File: src/hw/indicator_ttl_pkg.sv
// constants and carriers for the per-processor indicator and ttl register
package indicator_ttl_pkg;

    // number of processors sharing the logic device
    localparam int NUM_PROC = 4;

    // chip-select region three decode: 1 MB window at the base address
    localparam logic [31:0] REGION_BASE = 32'hB000_0000;
    localparam logic [31:0] REGION_MASK = 32'hFFF0_0000;

    // absolute address of the output register, same for every processor
    localparam logic [31:0] CTRL_ADDR = 32'hB00D_0000;

    // field positions and reset value
    localparam int LAMP_BIT = 0;
    localparam int TTL_BIT = 1;
    localparam logic [1:0] CTRL_RESET = 2'h0;
    localparam logic [31:0] READ_ZERO = 32'h0000_0000;

    // one processor's memory-interface access, strobes active low
    typedef struct packed {
        logic ce3N;
        logic weN;
        logic reN;
        logic [31:0] addr;
        logic [31:0] wdata;
    } emif_req_t;

    // registered read answer towards one processor
    typedef struct packed {
        logic valid;
        logic [31:0] data;
    } emif_resp_t;

endpackage : indicator_ttl_pkg

File: src/hw/indicator_ttl_output_reg.sv
// per-processor indicator lamp and ttl output register, config lamp
// Functional notes
// [RULE1] register at same absolute address for all
// [RULE2] bit zero lights lamp, zero extinguishes
// [RULE3] each processor owns one lamp, one ttl
// [RULE4] ttl bit one, lamp bit zero, reset zero
// [RULE5] four ttl outputs, one per processor
// [RULE6] config lamp on while done low
// [RULE7] software writes zeros to upper bits
// [RULE8] decode only inside chip-select region three
// [RULE9] read returns both bits, upper bits zero
`timescale 1ns/1ns
module indicator_ttl_output_reg
    import indicator_ttl_pkg::*;
(
    // clock and synchronous reset
    input wire logic clock,
    input wire logic rst,
    // memory-interface slave ports, one per processor
    input wire emif_req_t [NUM_PROC-1:0] memReq,
    output emif_resp_t [NUM_PROC-1:0] memResp,
    // configuration-complete pin of the logic device
    input wire logic configDone,
    // board outputs, high means lit / driven high
    output logic [NUM_PROC-1:0] lamp,
    output logic [NUM_PROC-1:0] ttlOut,
    output logic configLamp
);

    // whole module state
    typedef struct packed {
        logic [NUM_PROC-1:0][1:0] ctrl;
        emif_resp_t [NUM_PROC-1:0] resp;
        logic doneMeta;
        logic doneSync;
        logic cfgLamp;
    } state_t;

    state_t state;
    state_t next_state;
    logic [NUM_PROC-1:0] inRegion;
    logic [NUM_PROC-1:0] regHit;

    // address decode per processor; full compare keeps every view identical
    always_comb
    begin
        for (int i = 0; i < NUM_PROC; i++)
        begin
            inRegion[i] = !memReq[i].ce3N
                && ((memReq[i].addr & REGION_MASK) == REGION_BASE); // RULE8
            regHit[i] = inRegion[i] && (memReq[i].addr == CTRL_ADDR); // RULE1
        end
    end

    // next state: writes, reads and the done synchroniser
    always_comb
    begin
        next_state = state;
        for (int i = 0; i < NUM_PROC; i++)
        begin
            next_state.resp[i].valid = 1'b0;
            next_state.resp[i].data = READ_ZERO;
            // only processor i's own port reaches its own bits
            if (regHit[i] && !memReq[i].weN)
            begin
                // upper bits are dropped; software keeps them zero
                next_state.ctrl[i][LAMP_BIT] =
                    memReq[i].wdata[LAMP_BIT]; // RULE2 RULE3
                next_state.ctrl[i][TTL_BIT] =
                    memReq[i].wdata[TTL_BIT]; // RULE4
            end
            // any read inside the region is answered, unmapped reads zero
            if (inRegion[i] && !memReq[i].reN)
            begin
                next_state.resp[i].valid = 1'b1;
                if (regHit[i])
                begin
                    next_state.resp[i].data = {30'h0, state.ctrl[i]}; // RULE9
                end
            end
        end
        // pin is asynchronous to clock, so two flops before use
        next_state.doneMeta = configDone;
        next_state.doneSync = state.doneMeta;
        next_state.cfgLamp = !state.doneSync; // RULE6
        if (rst)
        begin
            next_state = '0;
            for (int i = 0; i < NUM_PROC; i++)
            begin
                next_state.ctrl[i] = CTRL_RESET; // RULE4
            end
            // lamp lit until done is seen, as after power-up
            next_state.cfgLamp = 1'b1;
        end
    end

    // single state register
    always_ff @(posedge clock)
    begin
        state <= next_state;
    end

    // outputs straight from the state flops
    always_comb
    begin
        memResp = state.resp;
        configLamp = state.cfgLamp;
        for (int i = 0; i < NUM_PROC; i++)
        begin
            lamp[i] = state.ctrl[i][LAMP_BIT]; // RULE2
            ttlOut[i] = state.ctrl[i][TTL_BIT]; // RULE5
        end
    end

    // per-processor checks
    for (genvar g = 0; g < NUM_PROC; g++)
    begin : g_check
        lamp_write_a: assert property ( // RULE2
            @(posedge clock) disable iff (rst)
            (!memReq[g].ce3N && !memReq[g].weN && memReq[g].addr == CTRL_ADDR)
            |=> lamp[g] == $past(memReq[g].wdata[0]))
            else $error("lamp does not follow written bit zero");

        ttl_write_a: assert property ( // RULE5
            @(posedge clock) disable iff (rst)
            (!memReq[g].ce3N && !memReq[g].weN && memReq[g].addr == CTRL_ADDR)
            |=> ttlOut[g] == $past(memReq[g].wdata[1]))
            else $error("ttl output does not follow written bit one");

        own_port_a: assert property ( // RULE3
            @(posedge clock) disable iff (rst)
            !(!memReq[g].ce3N && !memReq[g].weN) && !$past(rst)
            |=> $stable(lamp[g]) && $stable(ttlOut[g]))
            else $error("output changed without own write");

        region_decode_a: assert property ( // RULE8
            @(posedge clock) disable iff (rst)
            (!memReq[g].ce3N && !memReq[g].reN
                && (memReq[g].addr & REGION_MASK) != REGION_BASE)
            |=> !memResp[g].valid)
            else $error("read answered outside region three");

        // unmapped addresses inside the region answer, but only zero
        unmapped_read_a: assert property ( // RULE8
            @(posedge clock) disable iff (rst)
            (!memReq[g].ce3N && !memReq[g].reN
                && (memReq[g].addr & REGION_MASK) == REGION_BASE
                && memReq[g].addr != CTRL_ADDR)
            |=> memResp[g].valid && memResp[g].data == READ_ZERO)
            else $error("unmapped read not answered with zero");

        // an answer never appears without a read strobe before it
        read_pulse_a: assert property ( // RULE9
            @(posedge clock) disable iff (rst)
            !(!memReq[g].ce3N && !memReq[g].reN)
            |=> !memResp[g].valid)
            else $error("read answer without a read strobe");

        // idle answer lines rest at zero so a stray latch sees nothing
        resp_quiet_a: assert property ( // RULE9
            @(posedge clock) disable iff (rst)
            !memResp[g].valid |-> memResp[g].data == READ_ZERO)
            else $error("answer data not zero while idle");

        // reserved bits of every answer read as zero
        upper_zero_a: assert property ( // RULE9
            @(posedge clock) disable iff (rst)
            memResp[g].data[31:2] == 30'h0)
            else $error("reserved answer bits not zero");

        // a deselected write strobe must not reach the register
        deselect_write_a: assert property ( // RULE3
            @(posedge clock) disable iff (rst)
            (memReq[g].ce3N && !memReq[g].weN && !$past(rst))
            |=> $stable(lamp[g]) && $stable(ttlOut[g]))
            else $error("write without chip select took effect");

        read_back_a: assert property ( // RULE9
            @(posedge clock) disable iff (rst)
            (!memReq[g].ce3N && !memReq[g].reN && memReq[g].addr == CTRL_ADDR)
            |=> memResp[g].valid
                && memResp[g].data == {30'h0, $past(ttlOut[g]),
                    $past(lamp[g])})
            else $error("read back value wrong");

        alias_addr_a: assert property ( // RULE1
            @(posedge clock) disable iff (rst)
            (!memReq[g].ce3N && !memReq[g].weN
                && memReq[g].addr == 32'hB00D_0004)
            |=> $stable(lamp[g]) && $stable(ttlOut[g]))
            else $error("neighbour address altered the register");
    end

    // reset and configuration lamp checks
    reset_zero_a: assert property ( // RULE4
        @(posedge clock)
        $past(rst) |-> lamp == 4'h0 && ttlOut == 4'h0 && configLamp)
        else $error("outputs not cleared by reset");

    config_lamp_a: assert property ( // RULE6
        @(posedge clock) disable iff (rst)
        !$past(rst) && !$past(rst, 2) && !$past(rst, 3)
        |-> configLamp == !$past(configDone, 3))
        else $error("config lamp not the inverse of done");

endmodule : indicator_ttl_output_reg

File: config.mk
export PLATFORM = sky130hd
export DESIGN_NAME = indicator_ttl_output_reg
export DESIGN_NICKNAME = d
export VERILOG_FILES = /design/src/hw/indicator_ttl_pkg.sv /design/src/hw/indicator_ttl_output_reg.sv
export SDC_FILE = /design/constraint.sdc
export NUM_CORES = 1
export LEC_CHECK = 0
export BUFFER_PORTS_ARGS = -buffer_cell sky130_fd_sc_hd__buf_2
export CAP_MARGIN = 20
export CELL_PAD_IN_SITES_DETAIL_PLACEMENT = 0
export CELL_PAD_IN_SITES_GLOBAL_PLACEMENT = 1
export CORE_AREA = 2 2 159 161
export DETAILED_ROUTE_END_ITERATION = 16
export DIE_AREA = 0 0 161 163
export GPL_TIMING_DRIVEN = 0
export HOLD_SLACK_MARGIN = 0.03
export PLACE_DENSITY_LB_ADDON = 0.1
export REMOVE_ABC_BUFFERS = 1
export SETUP_SLACK_MARGIN = 0.4
export SLEW_MARGIN = 30
export SYNTH_ARGS = -nofsm -noshare
export SYNTH_HDL_FRONTEND = slang
export SYNTH_SLANG_ARGS = --single-unit
File: constraint.sdc
create_clock -name clock -period 1.3 [get_ports clock]
set_clock_uncertainty 0.1 [all_clocks]
set_input_delay 0 -clock clock [delete_from_list [all_inputs] [get_ports clock]]
set_output_delay 0 -clock clock [all_outputs]
set_load 0.01 [all_outputs]
==> run_results.csv, run 1 <==
group,metric,value,unit
routing,vias,2035,
run_status,outcome,"finished with violations",
place,place_hpwl,6360,µm
routing,routed_wl,7360,µm
grt,grt_remaining_overflow,0,
floorplan,start_util,9.77,%
routing,post_drt_wl_per_cell,9.60,µm
cells_and_area,final_layout_size_suffix_gt1_share,51.9,%
clocking,root_buffer,"clkbuf_16",
clocking,cts_hold_buffers,13,
setup_path,cp_max_fo,2,
grt,antenna_found_initial,1,
synth,syn-mean-instance-area,9.06,µm²
routing,drc,0,
place,gp_congestion,0.686,
floorplan,die_area,0.0262,mm²
grt,grt_pass1_wl,10300,µm
synth,synthCells,266,
setup_path,endpoint_kind,"flop",
clocking,htree_num_levels,1,
synth,synthSimpleGateAreaFrac,33.3,%
clocking,clock_latency,270,ps
synth,synth_top_family_by_area,"buffers and inverters",
timing,fin_crit_sh,80.1,%
cells_and_area,area_delta_synth_final,54.9,%
clocking,cts_tree,"yes",
power,ir_worst_vdd,0.429,mV
synth,synthXorXnorAreaFrac,0,%
timing,timing.hold.ws,-78.2,ps
grt,grt_max_degree,28,
synth,ys_seq_area_share,19.1,%
synth,synth_mux_area_share,3.32,%
timing,fmax,960,MHz
synth,yosysUniqueCellTypes,22,
routing,drt_iter0_drc,16,
setup_path,crit_family,"simple AND/OR/NAND/NOR gates",
place,place_area,0.00306,mm²
timing,fin_crit,1040,ps
routing,viasPerCell,2.65,
power,power.density,546,mW/mm²
setup_path,worst_path_largest_cell_delay,380,ps
floorplan,core-area,0.0247,mm²
setup_path,cp.buffers_inverters,1,
setup_path,crit_required,1390,ps
setup_path,cpMaxStageDelayCell,"nor4_4",
min_path,hold_path.class,"in2reg",
cells_and_area,n_antenna_cell,0,
grt,grt_usage,5.07,%
clocking,clk_path_buf_depth,2,
job,max_cap_violations,0,
place,portBuffers,171,
place,dpl.cell_count,743,
setup_path,start_kind,"primary input",
setup_path,cpMostUsedCell,"nor4_4",
setup_path,crit_chain,"buf_6 > nor4_4 > nand3_2 > nor4_4 > mux2i_1",
synth,synth_seq_cells,23,
cells_and_area,final_area,0.00373,mm²
synth,synth_compound_area_share,0,%
clocking,cts_buffers,3,
clocking,cts_sinks,23,
cells_and_area,final_core_util,15.1,%
setup_path,arrival,1130,ps
cells_and_area,fillCellCount,2851,
setup_path,critical_path_class,"in2reg",
cells_and_area,nets,709,
timing,hold_viol_final,8,
floorplan,rows,58,
cells_and_area,fin_cells,767,
routing,ant_nets,0,
synth,syn_area,0.00241,mm²
timing,maxSlewViolCount,0,
floorplan,die_h,163,µm
run_status,violations,"hold timing",
synth,yosysWarnings,0,
synth,synth_fa_ha_area_share,0,%
floorplan,die_w,161,µm
routing,dr.pass1.iters,4,
floorplan,ios,412,
power,p_leak,0.00180,µW
grt,first_global_vias,1920,
timing,setup_viol,0,
timing,rsz0062_at_grt,"true",
clocking,path_clk_slew,70,ps
through the flow:
step | hold WS, ps | setup WS, ps | setup TNS, ps | total power (µW)
finish | -78.2 | 258 | 0 | 2040
floorplan | -28.4 | 208 | 0 | 939
global placement | 87.6 | -157 | -1610 | 1200
global route | -80.5 | 159 | 0 | 2190
CTS | -86.1 | 213 | 0 | 2070
detailed placement | 83.2 | -147 | -1800 | 1200
repair_timing:
item,4_1_cts,5_1_grt
hold endpoints to repair,13,8
buffers inserted,5,2
endpoints found under the setup margin,22,21
resized for setup,50,20
pin swaps,26,18
registers in the layout, summed over array words and instances (netlist names):
| register | cells |
|---|---|
| ttlOut | 4 |
| state | 2 |
| lamp | 4 |
| configLamp | 1 |
| memResp | 12 |
cell usage after synthesis:
master | instances | area [µm²]
nor3_1 | 4 | 20.0
mux2i_1 | 8 | 80.1
buf_4 | 140 | 1050
nor2_1 | 8 | 30.0
nor4_2 | 4 | 50.1
dfxtp_1 | 23 | 460
and2_1 | 8 | 50.1
nor4_1 | 12 | 75.1
nor4b_2 | 7 | 105
nor3b_1 | 1 | 7.51
nand2_1 | 4 | 15.0
nor4_4 | 4 | 85.1
nand3_2 | 4 | 40.0
conb_1 | 1 | 3.75
clkbuf_1 | 3 | 11.3
and3b_1 | 3 | 26.3
nor4bb_1 | 1 | 10.0
and4bb_2 | 4 | 50.1
nor4b_4 | 4 | 95.1
nand4_1 | 4 | 25.0
nor2b_1 | 2 | 12.5
nand2b_1 | 17 | 106
per-layer routing:
metal	routed length, µm	up-vias	GRT usage [%]
li1	-	979	-
met5	13	-	0
met2	3750	163	9.31
met4	14	2	0.365
met1	2610	887	5.50
met3	975	4	2.47
worst paths after layout:
| check | end | slack [ps] | cells after the start | start |
|---|---|---|---|---|
| setup / recovery | ttlOut[0] | 260 | 5 | memReq[47] |
| hold / removal | ttlOut[1] | -80 | 3 | memReq[132] |
| setup reg to reg | memResp[34] | 600 | 1 | ttlOut[1] |
| hold reg to reg | configLamp | 290 | 1 | state[1] |
kinds of logic after synthesis:
family	Yosys count
mux	8
simple gates	91
flops	23
other cells	1
buf+inv	143
layout make-up:
cell class	instances	area [µm²]	share of cell area (%)
multi-input cells	219	1540	41.3
clock buffers	3	75.1	2.01
flip-flops and latches	23	472	12.6
repair buffers	191	1230	32.9
well taps	330	413	11.1
clock inverters	1	5.00	0.134
cells in the final DEF, fill, tap and decap left out, drive strengths merged:
master       count
clkbuf           4
nand3            4
conb           120
buf            177
clkinv           1
nor4bb           1
and2             8
nor3b            1
nor2b            2
dfxtp           23
and3b            3
nand4            4
mux2i            8
nor2             8
nand2b          17
nor3             4
nor4            20
nor4b           11
and4bb           4
nand2            4
dlygate4sd3     13
report_power, final:
group	switching, µW	internal [µW]
Sequential	0.773	705
Combinational	318	298
Clock	298	416
Total	617	1420
(Power assumes the default switching activity.)
==> run 2, diff against run 1 <==
--- a/config.mk
+++ b/config.mk
@@ -5,13 +5,14 @@
 export SDC_FILE = /design/constraint.sdc
 export NUM_CORES = 1
 export LEC_CHECK = 0
+export ABC_AREA = 1
 export BUFFER_PORTS_ARGS = -buffer_cell sky130_fd_sc_hd__buf_2
 export CAP_MARGIN = 20
 export CELL_PAD_IN_SITES_DETAIL_PLACEMENT = 0
 export CELL_PAD_IN_SITES_GLOBAL_PLACEMENT = 1
-export CORE_AREA = 2 2 159 161
+export CORE_AREA = 2 2 160 162
 export DETAILED_ROUTE_END_ITERATION = 16
-export DIE_AREA = 0 0 161 163
+export DIE_AREA = 0 0 162 164
 export GPL_TIMING_DRIVEN = 0
 export HOLD_SLACK_MARGIN = 0.03
 export PLACE_DENSITY_LB_ADDON = 0.1
==> constraint.sdc (replaced) <==
create_clock -name clock -period 0.9 [get_ports clock]
set_clock_uncertainty 0.1 [all_clocks]
set_input_delay 0 -clock clock [delete_from_list [all_inputs] [get_ports clock]]
set_output_delay 0 -clock clock [all_outputs]
set_load 0.01 [all_outputs]
==> run 2 against run 1 <==
  * Count of clock-buffer cells in the layout unchanged
  * Clock power increased by 46%
  * Register-to-register slack got worse by 450 ps
  * Utilization decreased by 0.083 points
  * Critical path depth decreased by 4
  * Sequential share of layout area increased by 0.33 points
  * Critical path type is now reg2out
  * Wire length decreased by 4.8%
  * Largest cell class unchanged
  * The run still ends with hold timing left
  * Critical endpoint is now ttlOut[0]
  * Global-route usage decreased by 0.50 points
==> run_results.csv, run 2 <==
group,metric,value,unit
grt,first_global_vias,1993,
setup_path,critical_path_class,"reg2out",
cells_and_area,final_area,0.00373,mm²
floorplan,die_h,164,µm
cells_and_area,final_layout_size_suffix_gt1_share,53.9,%
synth,synth_area_leaders,"buf_4 44%, dfxtp_1 19%, nor2_1 15%, nand2_1 10%, inv_1 3.5%",
power,p_seq_share,35.1,%
floorplan,die_area,0.0266,mm²
grt,grt_remaining_overflow,0,
synth,synth_ff_type,"dfxtp_1",
setup_path,cp.buffers_inverters,1,
min_path,hold_path.class,"in2reg",
grt,grt_max_degree,14,
synth,syn_area,0.00236,mm²
timing,fmax,1220,MHz
cells_and_area,final_common_cell,"buf_2",
power,switchingPower,907,µW
routing,ant_nets,0,
synth,ys_seq_area_share,19.5,%
run_status,violations,"hold timing",
cells_and_area,fillCellCount,2865,
power,power.density,783,mW/mm²
job,max_cap_violations,0,
setup_path,cp_max_fo,2,
synth,synth_seq_cells,23,
synth,yosys.cell_count.top_type,"buf_4",
routing,vias,2326,
routing,viasPerCell,2.72,
power,switching_share,31.0,%
power,totalPowerFinal,2920,µW
clocking,root_buffer,"clkbuf_16",
timing,maxSlewViolCount,0,
clocking,cts_buffers,3,
setup_path,start_kind,"flop",
timing,setup_viol,0,
run_status,outcome,"finished with violations",
cells_and_area,fin_cells,856,
place,place_area,0.00303,mm²
cells_and_area,layout.cells.most_common_list,"122 x buf_2, 120 x conb_1, 54 x nor2_1",
routing,post_drt_wl_per_cell,8.18,µm
clocking,path_clk_slew,70,ps
place,dpl.cell_count,850,
timing,hold_viol_final,21,
timing,fin_crit,823,ps
floorplan,ios,412,
clocking,htree_num_levels,1,
cells_and_area,ff_latch_area,484,µm²
synth,yosysTopAreaCellShare,44.5,%
synth,synth_edf_count,0,
floorplan,start_util,9.52,%
cells_and_area,nets,797,
synth,yosysUniqueCellTypes,11,
power,combPwrFrac,29.5,%
setup_path,cp-startpoint,"ttlOut[0]",
cells_and_area,multi_input_area,0.00149,mm²
timing,timing.hold.ws,-214,ps
place,gp_congestion,0.694,
synth,synth_common_cells,"140 x buf_4, 94 x nor2_1, 65 x nand2_1",
place,portBuffers,171,
setup_path,endpoint_kind,"output pin",
clocking,cts_tree,"yes",
power,power.internal,2020,µW
routing,dr.pass1.iters,4,
routing,drc,0,
routing,drt_iter0_drc,16,
floorplan,die_w,162,µm
floorplan,rows,58,
floorplan,core-area,0.0248,mm²
setup_path,cpMaxStageDelayCell,"dfxtp_2",
cells_and_area,largest_reg_flops,12,
synth,synth_top_cell_by_area,"buf_4",
clocking,clk_path_buf_depth,2,
power,power_frac_clock,35.5,%
setup_path,crit_required,800,ps
synth,synthArstFlopShare,0,%
power,p_leak,0.00184,µW
grt,grt_usage,4.57,%
min_path,worstHoldStart,"memReq[64]",
grt,grt_pass1_wl,9550,µm
timing,fin_crit_sh,91.4,%
cells_and_area,area_delta_synth_final,58.0,%
power,ir_worst_vdd,0.451,mV
grt,antenna_found_initial,1,
setup_path,crit_family,"flip-flops",
synth,yosysWarnings,0,
setup_path,arrival,720,ps
synth,syn-mean-instance-area,6.39,µm²
setup_path,r2r-start,"ttlOut[3]",
clocking,clock_latency,270,ps
routing,routed_wl,7010,µm
place,place_hpwl,6070,µm
setup_path,crit_chain,"buf_6",
timing,rsz0062_at_grt,"true",
clocking,cts_sinks,23,
synth,synthCells,370,
setup_path,worst_path_largest_cell_delay,340,ps
[run 2: timing repair]
action                                 CTS  global route
setup endpoints to repair               43            43
gates resized for setup                 79            86
pin swaps                               25            45
setup buffers                            1             0
endpoints found under the hold margin   22            21
[run 2: kinds of logic after synthesis]
logic type / Yosys count / synth area share (%)
AND/OR/NAND/NOR: 183 / 32.2
other: 1 / 0.159
flip-flops: 23 / 19.5
buffers and inverters: 163 / 48.1
[run 2: layout make-up]
type                       count  area share [%]
antenna                        1          0.0670
clock buffer                   3            2.01
clock inverter                 1           0.134
inverter                      23            2.45
multi-input combinational    303            40.0
sequential                    23            13.0
tap                          330            11.1
timing repair buffer         172            31.3
[run 2: routing by layer]
layer	global-route usage [%]	up-vias	routed length, µm
met1	5.29	983	2620
met5	0	-	0
li1	-	1151	-
met3	1.36	5	904
met2	8.18	187	3430
met4	1.21	0	56
[run 2: power groups by stage]
stage | Clock [µW] | Combinational, µW | Sequential [µW]
6_report | 1040 | 861 | 1020
2_1_floorplan | 0 | 312 | 1050
3_3_place_gp | 0 | 666 | 1050
5_1_grt | 1140 | 951 | 1020
3_5_place_dp | 0 | 663 | 1050
4_1_cts | 1110 | 736 | 1020
[run 2: path summary, 6_finish.rpt]
| check | slack [ps] | endpoint | cells past startpoint |
|---|---|---|---|
| min reg2reg | 300 | configLamp | 1 |
| min | -210 | memResp[32] | 2 |
| max reg2reg | 150 | ttlOut[3] | 4 |
| max | 80 | ttlOut[0] | 1 |
[run 2: stage by stage]
stage	hold slack, ps	setup slack (ps)	util (%)	TNS (ps)
final	-214	77.0	15.0	0
after global routing	-218	-38.6	15.0	-38.6
after CTS	-223	54.9	13.8	0
after detailed placement	80.0	-405	12.2	-4960
after global placement	77.7	-355	12.2	-4270
after floorplan	-28.8	57.5	-	0
==> run 3, diff against run 2 <==
--- a/config.mk
+++ b/config.mk
@@ -16,6 +16,7 @@
 export GPL_TIMING_DRIVEN = 0
 export HOLD_SLACK_MARGIN = 0.03
 export PLACE_DENSITY_LB_ADDON = 0.1
+export RECOVER_POWER = 100
 export REMOVE_ABC_BUFFERS = 1
 export SETUP_SLACK_MARGIN = 0.4
 export SLEW_MARGIN = 30
==> run 3 against run 2 <==
  * Total power is 0.30% lower
  * Die area stayed put
  * The flow still finishes with violations (hold timing)
  * Highest routed layer unchanged
  * Largest cell class unchanged
  * Critical endpoint is now ttlOut[3]
  * Final cell count stayed put
==> run_results.csv, run 3 (synthesized netlist as in run 2, its figures left out) <==
group,metric,value,unit
timing,fin_crit,861,ps
timing,fin_ws,39.4,ps
cells_and_area,largest_reg_flops,12,
cells_and_area,final_common_cell,"conb_1",
grt,first_global_vias,1993,
timing,timing.hold.ws,-206,ps
clocking,cts_sinks,23,
setup_path,cp.buffers_inverters,1,
place,gp_congestion,0.694,
cells_and_area,ff_latch_area,462,µm²
place,place_area,0.00303,mm²
timing,rsz0062_at_grt,"true",
floorplan,start_util,9.52,%
clocking,htree_num_levels,1,
setup_path,crit_required,800,ps
clocking,cts_tree,"yes",
routing,viasPerCell,2.72,
setup_path,worst_path_largest_cell_delay,380,ps
setup_path,start_kind,"flop",
floorplan,die_h,164,µm
routing,vias,2326,
min_path,hold_path.class,"in2reg",
routing,drt_iter0_drc,19,
setup_path,crit_chain,"buf_6",
timing,setup_viol,0,
place,place_hpwl,6070,µm
timing,setup_tns,0,ps
grt,antenna_found_initial,1,
cells_and_area,area_delta_synth_final,55.3,%
setup_path,endpoint_kind,"output pin",
cells_and_area,layout.cells.most_common_list,"120 x conb_1, 118 x buf_2, 58 x nor2_1",
place,portBuffers,171,
clocking,path_clk_slew,70,ps
grt,grt_pass1_wl,9550,µm
floorplan,ios,412,
setup_path,cp_max_fo,2,
grt,grt_max_degree,14,
routing,dr.pass1.iters,4,
setup_path,rrSetupSlack,110,ps
place,post-place-ws,-405,ps
timing,maxSlewViolCount,0,
job,max_cap_violations,0,
grt,grt_remaining_overflow,0,
timing,hold_viol_final,21,
cells_and_area,fillCellCount,2873,
clocking,clk_path_buf_depth,2,
power,totalPowerFinal,2910,µW
setup_path,cpMaxStageDelayCell,"dfxtp_1",
cells_and_area,final_layout_size_suffix_gt1_share,48.6,%
grt,grt_usage,4.57,%
routing,ant_nets,0,
floorplan,die_area,0.0266,mm²
clocking,clock_latency,270,ps
timing,fmax,1160,MHz
cells_and_area,nets,797,
floorplan,rows,58,
cells_and_area,multi_input_area,0.00146,mm²
routing,post_drt_wl_per_cell,8.20,µm
cells_and_area,final_area,0.00367,mm²
routing,routed_wl,7020,µm
power,p_leak,0.00181,µW
run_status,outcome,"finished with violations",
floorplan,core-area,0.0248,mm²
routing,drc,0,
power,ir_worst_vdd,0.451,mV
setup_path,critical_path_class,"reg2out",
clocking,root_buffer,"clkbuf_16",
power,power.density,793,mW/mm²
clocking,cts_buffers,3,
floorplan,die_w,162,µm
run_status,violations,"hold timing",
setup_path,arrival,760,ps
setup_path,crit_family,"flip-flops",
timing,fin_crit_sh,95.6,%
-- run 3: final timing paths --
check,depth (start not counted),start,endpoint
max,1,ttlOut[3],ttlOut[3]
min,2,memReq[64],memResp[32]
max reg2reg,4,ttlOut[3],ttlOut[3]
min reg2reg,1,state[1],configLamp
-- run 3: per-layer routing --
metal	vias up	GRT usage (%)	routed length [µm]
li1	1151	-	-
met1	983	5.29	2650
met2	187	8.18	3420
met3	5	1.36	892
met4	0	1.21	56
met5	-	0	0
-- run 3: repair_timing --
action | in CTS | in global routing
pin swaps | 25 | 45
gates resized for setup | 79 | 86
hold endpoints to repair | 22 | 21
setup endpoints to repair | 43 | 43
buffers inserted | 1 | 0
-- run 3: cell type report --
class                   count  area share (%)
clock inverters             1           0.136
well taps                 330            11.2
multi-input cells         303            39.7
flip-flops and latches     23            12.6
clock buffers               3            2.04
diodes                      1          0.0682
repair buffers            172            31.7
inverters                  23            2.49
-- run 3: metrics by stage --
| stage | instances | utilization, % | hold slack (ps) |
|---|---|---|---|
| global placement | 850 | 12.2 | 77.7 |
| global route | 855 | 14.8 | -211 |
| floorplan | 349 | - | -28.8 |
| detailed placement | 850 | 12.2 | 80.0 |
| CTS | 855 | 13.8 | -223 |
| finish | 856 | 14.8 | -206 |
-- run 3: report_power, final --
group          internal, µW  switching (µW)  leakage (µW)  total, µW
Clock                   601             436     0.0000409       1040
Sequential             1020            2.17      0.000186       1020
Combinational           390             463       0.00158        852
Total                  2010             900       0.00181       2910
